File: config.mk
export PLATFORM = sky130hd
export DESIGN_NAME = osc_temp_trim_regs
export DESIGN_NICKNAME = d
export VERILOG_FILES = /design/src/hdl/trim_pkg.sv /design/src/hdl/thresh_weight.sv /design/src/hdl/osc_temp_trim_regs.sv
export VERILOG_INCLUDE_DIRS = /design/src /design/src/hdl
export SDC_FILE = /design/constraint.sdc
export NUM_CORES = 1
export LEC_CHECK = 0
export BUFFER_PORTS_ARGS = -buffer_cell sky130_fd_sc_hd__buf_2
export CORE_MARGIN = 4
export CORE_UTILIZATION = 45
export DETAILED_ROUTE_END_ITERATION = 8
export PLACE_DENSITY = 0.76
export SYNTH_ARGS = -nofsm -noshare
export SYNTH_HDL_FRONTEND = slang
export SYNTH_SLANG_ARGS = --single-unit
File: constraint.sdc
create_clock -name clk -period 3.3 [get_ports clk]
set_input_delay 0.66 -clock clk [delete_from_list [all_inputs] [get_ports clk]]
set_output_delay 0.66 -clock clk [all_outputs]
set_load 0.1 [all_outputs]
File: src/hdl/trim_map.svh
`ifndef TRIM_MAP_SVH
`define TRIM_MAP_SVH
// byte addresses on the register bus
`define REF_OSC_TRIM_ADDR     12'h2F8
`define TEMP_SENSE_TRIM_ADDR  12'h2F4
`define CLOCK_PROTECT_ADDR    12'h2FB
`define CLOCK_PROTECT_WADDR   12'h2FC
`define STATUS_ADDR           12'h300
`define PLL_CTRL_ADDR         12'h304
// field positions
`define TEMP_OFFSET_EN_BIT    7
`define TEMP_THRESH_LSB       0
`define TEMPCO_MSB            15
`define TEMPCO_LSB            11
`define FREQ_MSB              9
`define FREQ_LSB              0
// values
`define PROTECT_UNLOCK_KEY    8'h26
`define TEMP_SENSE_RESET      8'h00
`define REF_OSC_RESET         16'h0000
`define PROTECT_RESET         1'b0
`define TEMP_SENSE_MASK       8'h8F
`define REF_OSC_MASK          16'hFBFF
`endif

File: src/hdl/trim_pkg.sv
`default_nettype none
package trim_pkg;
    typedef struct packed
    {
        logic       offset_en;
        logic [3:0] thresh_trim;
    } temp_trim_type;
    typedef struct packed
    {
        logic       tc_on;
        logic       tc_positive;
        logic [3:0] tc_mag;
        logic [9:0] freq_trim;
    } osc_trim_type;
    typedef enum logic [2:0]
    {
        LD_IDLE = 3'b001,
        LD_REQ  = 3'b010,
        LD_DONE = 3'b100
    } load_state_type;
endpackage
`default_nettype wire

File: src/hdl/thresh_weight.sv
`timescale 1ns/1ps
`default_nettype none
// binary-weighted threshold raise, zero while offset disabled
module thresh_weight
(
    input  wire logic       en,
    input  wire logic [3:0] trim,
    output logic [4:0]      raise_steps
);
    assign raise_steps = en ? {1'b0, trim} : 5'h00;
endmodule
`default_nettype wire

File: src/hdl/osc_temp_trim_regs.sv
// Notes on behaviour
// offset enable bit 7 turns temperature offset on; clear ignores threshold trim.
// threshold trim bits 3..0 binary weighted, each double the one below.
// after reset release the flash trim value is loaded into oscillator trim.
// oscillator trim writes only while protection clear; reads anytime.
// oscillator trim write with pll select set clears lock and osc-up flags.
// tempco bits 15..11; 00000 and 10000 switch compensation off; msb gives direction.
// frequency trim bits 9..0 drive the reference oscillator adjustment.
// writing 0x26 to protection register clears protection; other writes set it.
// unimplemented bits read zero and ignore writes.
`timescale 1ns/1ps
`default_nettype none
`include "trim_map.svh"
module osc_temp_trim_regs
(
    input  wire logic                  clk,
    input  wire logic                  rst,
    input  wire logic [11:0]           s_axi_awaddr,
    input  wire logic                  s_axi_awvalid,
    output logic                       s_axi_awready,
    input  wire logic [31:0]           s_axi_wdata,
    input  wire logic [3:0]            s_axi_wstrb,
    input  wire logic                  s_axi_wvalid,
    output logic                       s_axi_wready,
    output logic [1:0]                 s_axi_bresp,
    output logic                       s_axi_bvalid,
    input  wire logic                  s_axi_bready,
    input  wire logic [11:0]           s_axi_araddr,
    input  wire logic                  s_axi_arvalid,
    output logic                       s_axi_arready,
    output logic [31:0]                s_axi_rdata,
    output logic [1:0]                 s_axi_rresp,
    output logic                       s_axi_rvalid,
    input  wire logic                  s_axi_rready,
    input  wire logic [15:0]           flash_trim,
    output logic                       flash_req,
    input  wire logic                  flash_valid,
    input  wire logic                  pll_lock_set,
    input  wire logic                  osc_up_set,
    output trim_pkg::temp_trim_type    temp_trim,
    output logic [4:0]                 thresh_raise,
    output trim_pkg::osc_trim_type     osc_trim,
    output logic                       clock_cfg_protect,
    output logic                       pll_select,
    output logic                       pll_lock_flag,
    output logic                       osc_up_flag
);
    import trim_pkg::*;

    logic [7:0]     temp_sense_trim_r;
    logic [15:0]    ref_osc_trim_r;
    load_state_type ld_state_r;
    logic [11:0]    awaddr_r;
    logic [31:0]    wdata_r;
    logic [3:0]     wstrb_r;
    logic           aw_have_r;
    logic           w_have_r;
    logic           wr_go;
    logic           osc_wr;
    logic           lock_s1_r;
    logic           lock_s2_r;
    logic           up_s1_r;
    logic           up_s2_r;
    logic [4:0]     raise_w;

    function automatic logic is_osc(input logic [11:0] a);
        is_osc = (a == `REF_OSC_TRIM_ADDR);
    endfunction

    // write channel: address and data taken in either order, response follows both
    assign wr_go = aw_have_r && w_have_r && !s_axi_bvalid;
    assign osc_wr = wr_go && is_osc(awaddr_r) && !clock_cfg_protect && (ld_state_r == LD_DONE);

    always_ff @(posedge clk or posedge rst)
    begin
        if (rst)
        begin
            aw_have_r     <= 1'b0;
            awaddr_r      <= 12'h000;
            s_axi_awready <= 1'b1;
        end
        else if (s_axi_awvalid && s_axi_awready)
        begin
            aw_have_r     <= 1'b1;
            awaddr_r      <= s_axi_awaddr;
            s_axi_awready <= 1'b0;
        end
        else if (wr_go)
        begin
            aw_have_r     <= 1'b0;
        end
        else if (!aw_have_r && !s_axi_bvalid)
        begin
            s_axi_awready <= 1'b1;
        end
    end

    always_ff @(posedge clk or posedge rst)
    begin
        if (rst)
        begin
            w_have_r     <= 1'b0;
            wdata_r      <= 32'h0000_0000;
            wstrb_r      <= 4'h0;
            s_axi_wready <= 1'b1;
        end
        else if (s_axi_wvalid && s_axi_wready)
        begin
            w_have_r     <= 1'b1;
            wdata_r      <= s_axi_wdata;
            wstrb_r      <= s_axi_wstrb;
            s_axi_wready <= 1'b0;
        end
        else if (wr_go)
        begin
            w_have_r     <= 1'b0;
        end
        else if (!w_have_r && !s_axi_bvalid)
        begin
            s_axi_wready <= 1'b1;
        end
    end

    always_ff @(posedge clk or posedge rst)
    begin
        if (rst)
        begin
            s_axi_bvalid <= 1'b0;
            s_axi_bresp  <= 2'h0;
        end
        else if (wr_go)
        begin
            s_axi_bvalid <= 1'b1;
            s_axi_bresp  <= (is_osc(awaddr_r) || awaddr_r == `TEMP_SENSE_TRIM_ADDR ||
                             awaddr_r == `CLOCK_PROTECT_WADDR ||
                             awaddr_r == `PLL_CTRL_ADDR) ? 2'h0 : 2'h2;
        end
        else if (s_axi_bready)
        begin
            s_axi_bvalid <= 1'b0;
        end
    end

    // flash load after reset release; oscillator trim writes made before it lands are dropped, not held
    always_ff @(posedge clk or posedge rst)
    begin
        if (rst)
        begin
            ld_state_r <= LD_IDLE;
            flash_req  <= 1'b0;
        end
        else
        begin
            unique case (ld_state_r)
                LD_IDLE:
                begin
                    ld_state_r <= LD_REQ;
                    flash_req  <= 1'b1;
                end
                LD_REQ:
                begin
                    if (flash_valid)
                    begin
                        ld_state_r <= LD_DONE;
                        flash_req  <= 1'b0;
                    end
                end
                LD_DONE:
                begin
                    flash_req  <= 1'b0;
                end
            endcase
        end
    end

    always_ff @(posedge clk or posedge rst)
    begin
        if (rst)
        begin
            ref_osc_trim_r <= `REF_OSC_RESET;
        end
        else if (ld_state_r == LD_REQ && flash_valid)
        begin
            ref_osc_trim_r <= flash_trim & `REF_OSC_MASK;
        end
        else if (osc_wr)
        begin
            if (wstrb_r[0])
            begin
                ref_osc_trim_r[7:0] <= wdata_r[7:0];
            end
            if (wstrb_r[1])
            begin
                ref_osc_trim_r[15:8] <= wdata_r[15:8] & 8'hFB;
            end
        end
    end

    always_ff @(posedge clk or posedge rst)
    begin
        if (rst)
        begin
            temp_sense_trim_r <= `TEMP_SENSE_RESET;
        end
        else if (wr_go && awaddr_r == `TEMP_SENSE_TRIM_ADDR && wstrb_r[0])
        begin
            temp_sense_trim_r <= wdata_r[7:0] & `TEMP_SENSE_MASK;
        end
    end

    always_ff @(posedge clk or posedge rst)
    begin
        if (rst)
        begin
            clock_cfg_protect <= `PROTECT_RESET;
            pll_select        <= 1'b0;
        end
        else if (wr_go && wstrb_r[0])
        begin
            if (awaddr_r == `CLOCK_PROTECT_WADDR)
            begin
                clock_cfg_protect <= (wdata_r[7:0] != `PROTECT_UNLOCK_KEY);
            end
            if (awaddr_r == `PLL_CTRL_ADDR && !clock_cfg_protect)
            begin
                pll_select <= wdata_r[0];
            end
        end
    end

    // status inputs come from the analog side, so synchronise first
    always_ff @(posedge clk or posedge rst)
    begin
        if (rst)
        begin
            lock_s1_r <= 1'b0;
            lock_s2_r <= 1'b0;
            up_s1_r   <= 1'b0;
            up_s2_r   <= 1'b0;
        end
        else
        begin
            lock_s1_r <= pll_lock_set;
            lock_s2_r <= lock_s1_r;
            up_s1_r   <= osc_up_set;
            up_s2_r   <= up_s1_r;
        end
    end

    // the clear wins here: a retrim invalidates whatever lock was reported
    always_ff @(posedge clk or posedge rst)
    begin
        if (rst)
        begin
            pll_lock_flag <= 1'b0;
            osc_up_flag   <= 1'b0;
        end
        else if (osc_wr && pll_select)
        begin
            pll_lock_flag <= 1'b0;
            osc_up_flag   <= 1'b0;
        end
        else
        begin
            pll_lock_flag <= lock_s2_r;
            osc_up_flag   <= up_s2_r;
        end
    end

    thresh_weight u_weight
    (
        .en          (temp_sense_trim_r[`TEMP_OFFSET_EN_BIT]),
        .trim        (temp_sense_trim_r[3:0]),
        .raise_steps (raise_w)
    );

    always_ff @(posedge clk or posedge rst)
    begin
        if (rst)
        begin
            temp_trim    <= '0;
            thresh_raise <= 5'h00;
            osc_trim     <= '0;
        end
        else
        begin
            temp_trim.offset_en   <= temp_sense_trim_r[`TEMP_OFFSET_EN_BIT];
            temp_trim.thresh_trim <= temp_sense_trim_r[`TEMP_OFFSET_EN_BIT] ?
                                     temp_sense_trim_r[3:0] : 4'h0;
            thresh_raise          <= raise_w;
            osc_trim.tc_on        <= (ref_osc_trim_r[14:11] != 4'h0);
            osc_trim.tc_positive  <= ref_osc_trim_r[`TEMPCO_MSB];
            osc_trim.tc_mag       <= ref_osc_trim_r[14:11];
            osc_trim.freq_trim    <= ref_osc_trim_r[`FREQ_MSB:`FREQ_LSB];
        end
    end

    // read channel, one cycle answer
    always_ff @(posedge clk or posedge rst)
    begin
        if (rst)
        begin
            s_axi_arready <= 1'b1;
            s_axi_rvalid  <= 1'b0;
            s_axi_rdata   <= 32'h0000_0000;
            s_axi_rresp   <= 2'h0;
        end
        else if (s_axi_arvalid && s_axi_arready)
        begin
            s_axi_arready <= 1'b0;
            s_axi_rvalid  <= 1'b1;
            s_axi_rresp   <= 2'h0;
            unique case (s_axi_araddr)
                `REF_OSC_TRIM_ADDR:    s_axi_rdata <= {16'h0000, ref_osc_trim_r};
                `TEMP_SENSE_TRIM_ADDR: s_axi_rdata <= {24'h000000, temp_sense_trim_r};
                `CLOCK_PROTECT_WADDR:  s_axi_rdata <= {31'h0, clock_cfg_protect};
                `PLL_CTRL_ADDR:        s_axi_rdata <= {31'h0, pll_select};
                `STATUS_ADDR:          s_axi_rdata <= {29'h0, ld_state_r == LD_DONE,
                                                       osc_up_flag, pll_lock_flag};
                default:
                begin
                    s_axi_rdata <= 32'h0000_0000;
                    s_axi_rresp <= 2'h2;
                end
            endcase
        end
        else if (s_axi_rvalid && s_axi_rready)
        begin
            s_axi_rvalid  <= 1'b0;
            s_axi_arready <= 1'b1;
        end
    end

    property p_protect_blocks;
        @(posedge clk) disable iff (rst)
        (wr_go && is_osc(awaddr_r) && clock_cfg_protect && (ld_state_r == LD_DONE))
            |=> $stable(ref_osc_trim_r);
    endproperty
    a_protect_blocks: assert property (p_protect_blocks) else $error("protected write landed");

    property p_clear_flags;
        @(posedge clk) disable iff (rst)
        (osc_wr && pll_select) |=> (!pll_lock_flag && !osc_up_flag);
    endproperty
    a_clear_flags: assert property (p_clear_flags) else $error("flags not cleared");

    property p_key;
        @(posedge clk) disable iff (rst)
        (wr_go && awaddr_r == `CLOCK_PROTECT_WADDR && wstrb_r[0])
            |=> (clock_cfg_protect == ($past(wdata_r[7:0]) != `PROTECT_UNLOCK_KEY));
    endproperty
    a_key: assert property (p_key) else $error("protect key wrong");

    property p_unimpl;
        @(posedge clk) disable iff (rst)
        (temp_sense_trim_r[6:4] == 3'h0) && (ref_osc_trim_r[10] == 1'b0);
    endproperty
    a_unimpl: assert property (p_unimpl) else $error("unimplemented bit set");

    property p_load;
        @(posedge clk) disable iff (rst)
        (ld_state_r == LD_REQ && flash_valid) |=> ref_osc_trim_r == ($past(flash_trim) & 16'hFBFF);
    endproperty
    a_load: assert property (p_load) else $error("flash trim not loaded");

    property p_offset_off;
        @(posedge clk) disable iff (rst)
        !temp_sense_trim_r[7] |=> (temp_trim.thresh_trim == 4'h0 && thresh_raise == 5'h00);
    endproperty
    a_offset_off: assert property (p_offset_off) else $error("trim not ignored");

    property p_tc_off;
        @(posedge clk) disable iff (rst)
        (ref_osc_trim_r[14:11] == 4'h0) |=> !osc_trim.tc_on;
    endproperty
    a_tc_off: assert property (p_tc_off) else $error("tc not off");

    property p_freq;
        @(posedge clk) disable iff (rst)
        1'b1 |=> osc_trim.freq_trim == $past(ref_osc_trim_r[9:0]);
    endproperty
    a_freq: assert property (p_freq) else $error("freq trim mismatch");
endmodule
`default_nettype wire

==> impl_results.md <==
* Post-CTS Hold Buffers at 0
* Clock share of power at 0.188
* Synth top area share at 0.574
* CTS tree: done
* Grt total ovfl at 0
* Switching Fraction at 0.426
* RSZ-0062 raised after global routing: false
* PostCTS Resize Cnt at 0
* Clk_lat worst skew at 0.37 ns
* Slew headroom at 0.466
* CP delay by family, top: flip-flops
* Avg Inst Size Synth at 12.6 um2
* Ys flop type: dfrtp_1
* Mapped Area at 4450 um2
* Detailed placement HPWL at approximately 7000 um
* Initial drt markers at 145
* Worst setup path class: register to output port
* Outcome: finished clean
* Drt pass-1 iters at 4
* # setup viols final at 0
* Io pins at 158
* # port buffers at 117
* Cell taking the most area after synthesis: dfrtp_1
* Logic gate share of total power at 0.330
* #FFs+latches synth at 106
* Vias/cell at around 5.1
* Ant. Diodes at 0
* Number of synthesized flops with an enable pin at 0
* GRT Total Usage at 0.170
* DR vias at 3046
* Skew final at 0.0154 ns
* Initial core utilization at 0.459
* Drt total wl at 9420 um
* Crit path time final at 2.03 ns
* Maximum clock frequency at between 0.4 and 0.5 GHz
* Die ar. at 11500 um2
* Final #Nets at 551
* Max-slew violations at 0
* Vias in the first global route at a little over 3000
* Worst path max stage delay at 0.58 ns
* Sequential share of power at 0.482
* Drc violations at 0
* Hold WS at 0.358 ns
* RR Endpoint: temp_sense_trim_r[0]$_DFFE_PP0P_
* Core ar. at about 9700 um2
* DP Area at 5040 um2
* Clock transition at the registers of the reported paths at 0.10 ns
* Sequential-to-total area share from yosys stat at 0.598
* Worst R2R Path Depth at 4
* Reg2Reg Launch Point: s_axi_bvalid$_DFFE_PP0P_
* Reg2Reg Setup Slack at around 1.3 ns
* WHS Path Cells at 0
* Die Span Y at around 110 um
* Peak supply drop at approximately 0.79 mV
* Setup TNS at 0 ns
* WL/cell at 15.6 um
* Max_cap viols at 0
* Largest net degree at the start of global routing at 61
* Required time worst endpoint at about 2.6 ns
* Hold path start: up_s1_r$_DFF_PP0_
* WHS Endpoint: up_s2_r$_DFF_PP0_
* Post-layout instance area at 5220 um2
* Clock Root Buffer: clkbuf_8
* Crit path DAT at 1.37 ns
* Synth cell types at between 40 and 50
* Fin. Hold Viols at 0
* NetSw at 1690 uW
* CTS H-tree lvls at 3
* Worst path cell trace: buf_2
* Gpl congestion at 0.834
* ANT nets after route at 0
* Final worst path period share at 0.616
* Share of layout cells above drive strength 1 at 0.398
* Crit end category: output port
* Num CTS Buffers at 9
* Area Overhead vs Synth at 17.4%
* YS warnings at 0
* HP Class: register to register
* Post-CTS setup buffer count at 0
* Crit path depth at 1
* First-pass GRT wire length at 15400 um
* Buf/Inv on CP at 1
* Die width at 107 um
* Clock sinks at 106
* Asr flop ratio synth at 1.00
* Max clock buf depth at 2
* Crit Path Max Fanout at 4
* Post-Synthesis Cells at about 350
* Initial antenna violation count at 1
* P per Cell Area at 760 nW/um2
* Leakage at 0.00243 uW
* Internal Pwr Total at 2280 uW
* Ranking of synthesized cells by area: dfrtp_1 (57%), mux2_2 (9.1%), buf_4 (4.2%)
* # rows at 36
* Worst-Margin Slew at 0.799 ns
* Fill cells at 845
* Startpoint types: register
* Critical-path cell with the highest stage delay: dfstp_2
## power by group through the flow
stage               Sequential [uW]  Clock (uW)  Combinational, uW
detailed placement             1940           0               1320
global placement               1910           0               1290
global route                   1960         823               1390
finish                         1910         746               1310
CTS                            1910         773               1320
floorplan                      2390           0                601
## cell usage after synthesis, types with 5 or more instances
library cell	n
a22o_1	13
clkbuf_1	6
nor2_1	21
dfrtp_1	102
nand3_1	5
nand2_1	17
o21ai_0	25
inv_1	8
buf_4	25
nand4_1	17
mux2_2	36
a31oi_1	15
and2_1	9
## stage by stage
step                      setup slack, ns  std cells   util  power [uW]
after detailed placement             1.20        587  0.520        3260
after global placement               1.25        587  0.520        3210
after CTS                            1.26        603  0.539        4000
after global routing                 1.13        603  0.539        4170
final                                1.27        603  0.539        3970
after floorplan                      1.14        372      -        2990
## per-layer routing
metal | wire, um | vias up | GRT usage
li1 | - | 1465 | -
met1 | 4270 | 1466 | 0.232
met2 | 4380 | 96 | 0.265
met3 | 591 | 17 | 0.0408
met4 | 166 | 2 | 0.0667
met5 | 12 | - | 0
## registers in the layout, summed over array words and instances (netlist names), 2 cells and up
signal,count
awaddr_r,12
wdata_r,15
s_axi_rdata,15
osc_trim,16
thresh_raise,4
wstrb_r,2
ref_osc_trim_r,15
temp_sense_trim_r,5
ld_state_r,3
## final cells by class
type / instances / area [um2] / area share
clock inverters: 7 / 58.8 / 0.0113
repair buffers: 120 / 608 / 0.117
inverters: 8 / 33.8 / 0.00647
clock buffers: 9 / 124 / 0.0237
multi-input cells: 220 / 1570 / 0.301
well taps: 133 / 166 / 0.0319
flip-flops and latches: 106 / 2660 / 0.509
## how the worst max path moves through the flow
stage,from,slack [ns],endpoint
after floorplan,s_axi_bvalid$_DFFE_PP0P_,1.14,pll_select$_DFFE_PP0P_
after global placement,s_axi_araddr[11],1.25,s_axi_rdata[12]$_DFFE_PP0P_
after detailed placement,s_axi_araddr[11],1.20,s_axi_rdata[12]$_DFFE_PP0P_
after CTS,s_axi_arready$_DFFE_PP1P_,1.26,s_axi_arready
after global routing,ld_state_r[2]$_DFFE_PP0P_,1.13,ref_osc_trim_r[6]$_DFFE_PP0P_
final,s_axi_arready$_DFFE_PP1P_,1.27,s_axi_arready
## cell usage in the layout, fill, tap and decap left out, types with 13 or more instances in the layout
cell,count
a22o_1,13
a31oi_1,15
buf_2,117
conb_1,20
dfrtp_1,102
mux2_2,36
nand2_1,17
nand4_1,17
nor2_1,21
o21ai_0,25
## kinds of logic (layout without fill, tap and decap cells)
| group | after synthesis | after routing | synth area share |
|---|---|---|---|
| simple gates | 95 | 95 | 0.140 |
| other cells | 1 | 20 | 0.000843 |
| buf+inv | 46 | 144 | 0.0653 |
| mux | 40 | 40 | 0.100 |
| flops | 106 | 106 | 0.598 |
| compound gates | 65 | 65 | 0.0959 |
Note: power is estimated with default switching activity, not from simulation.
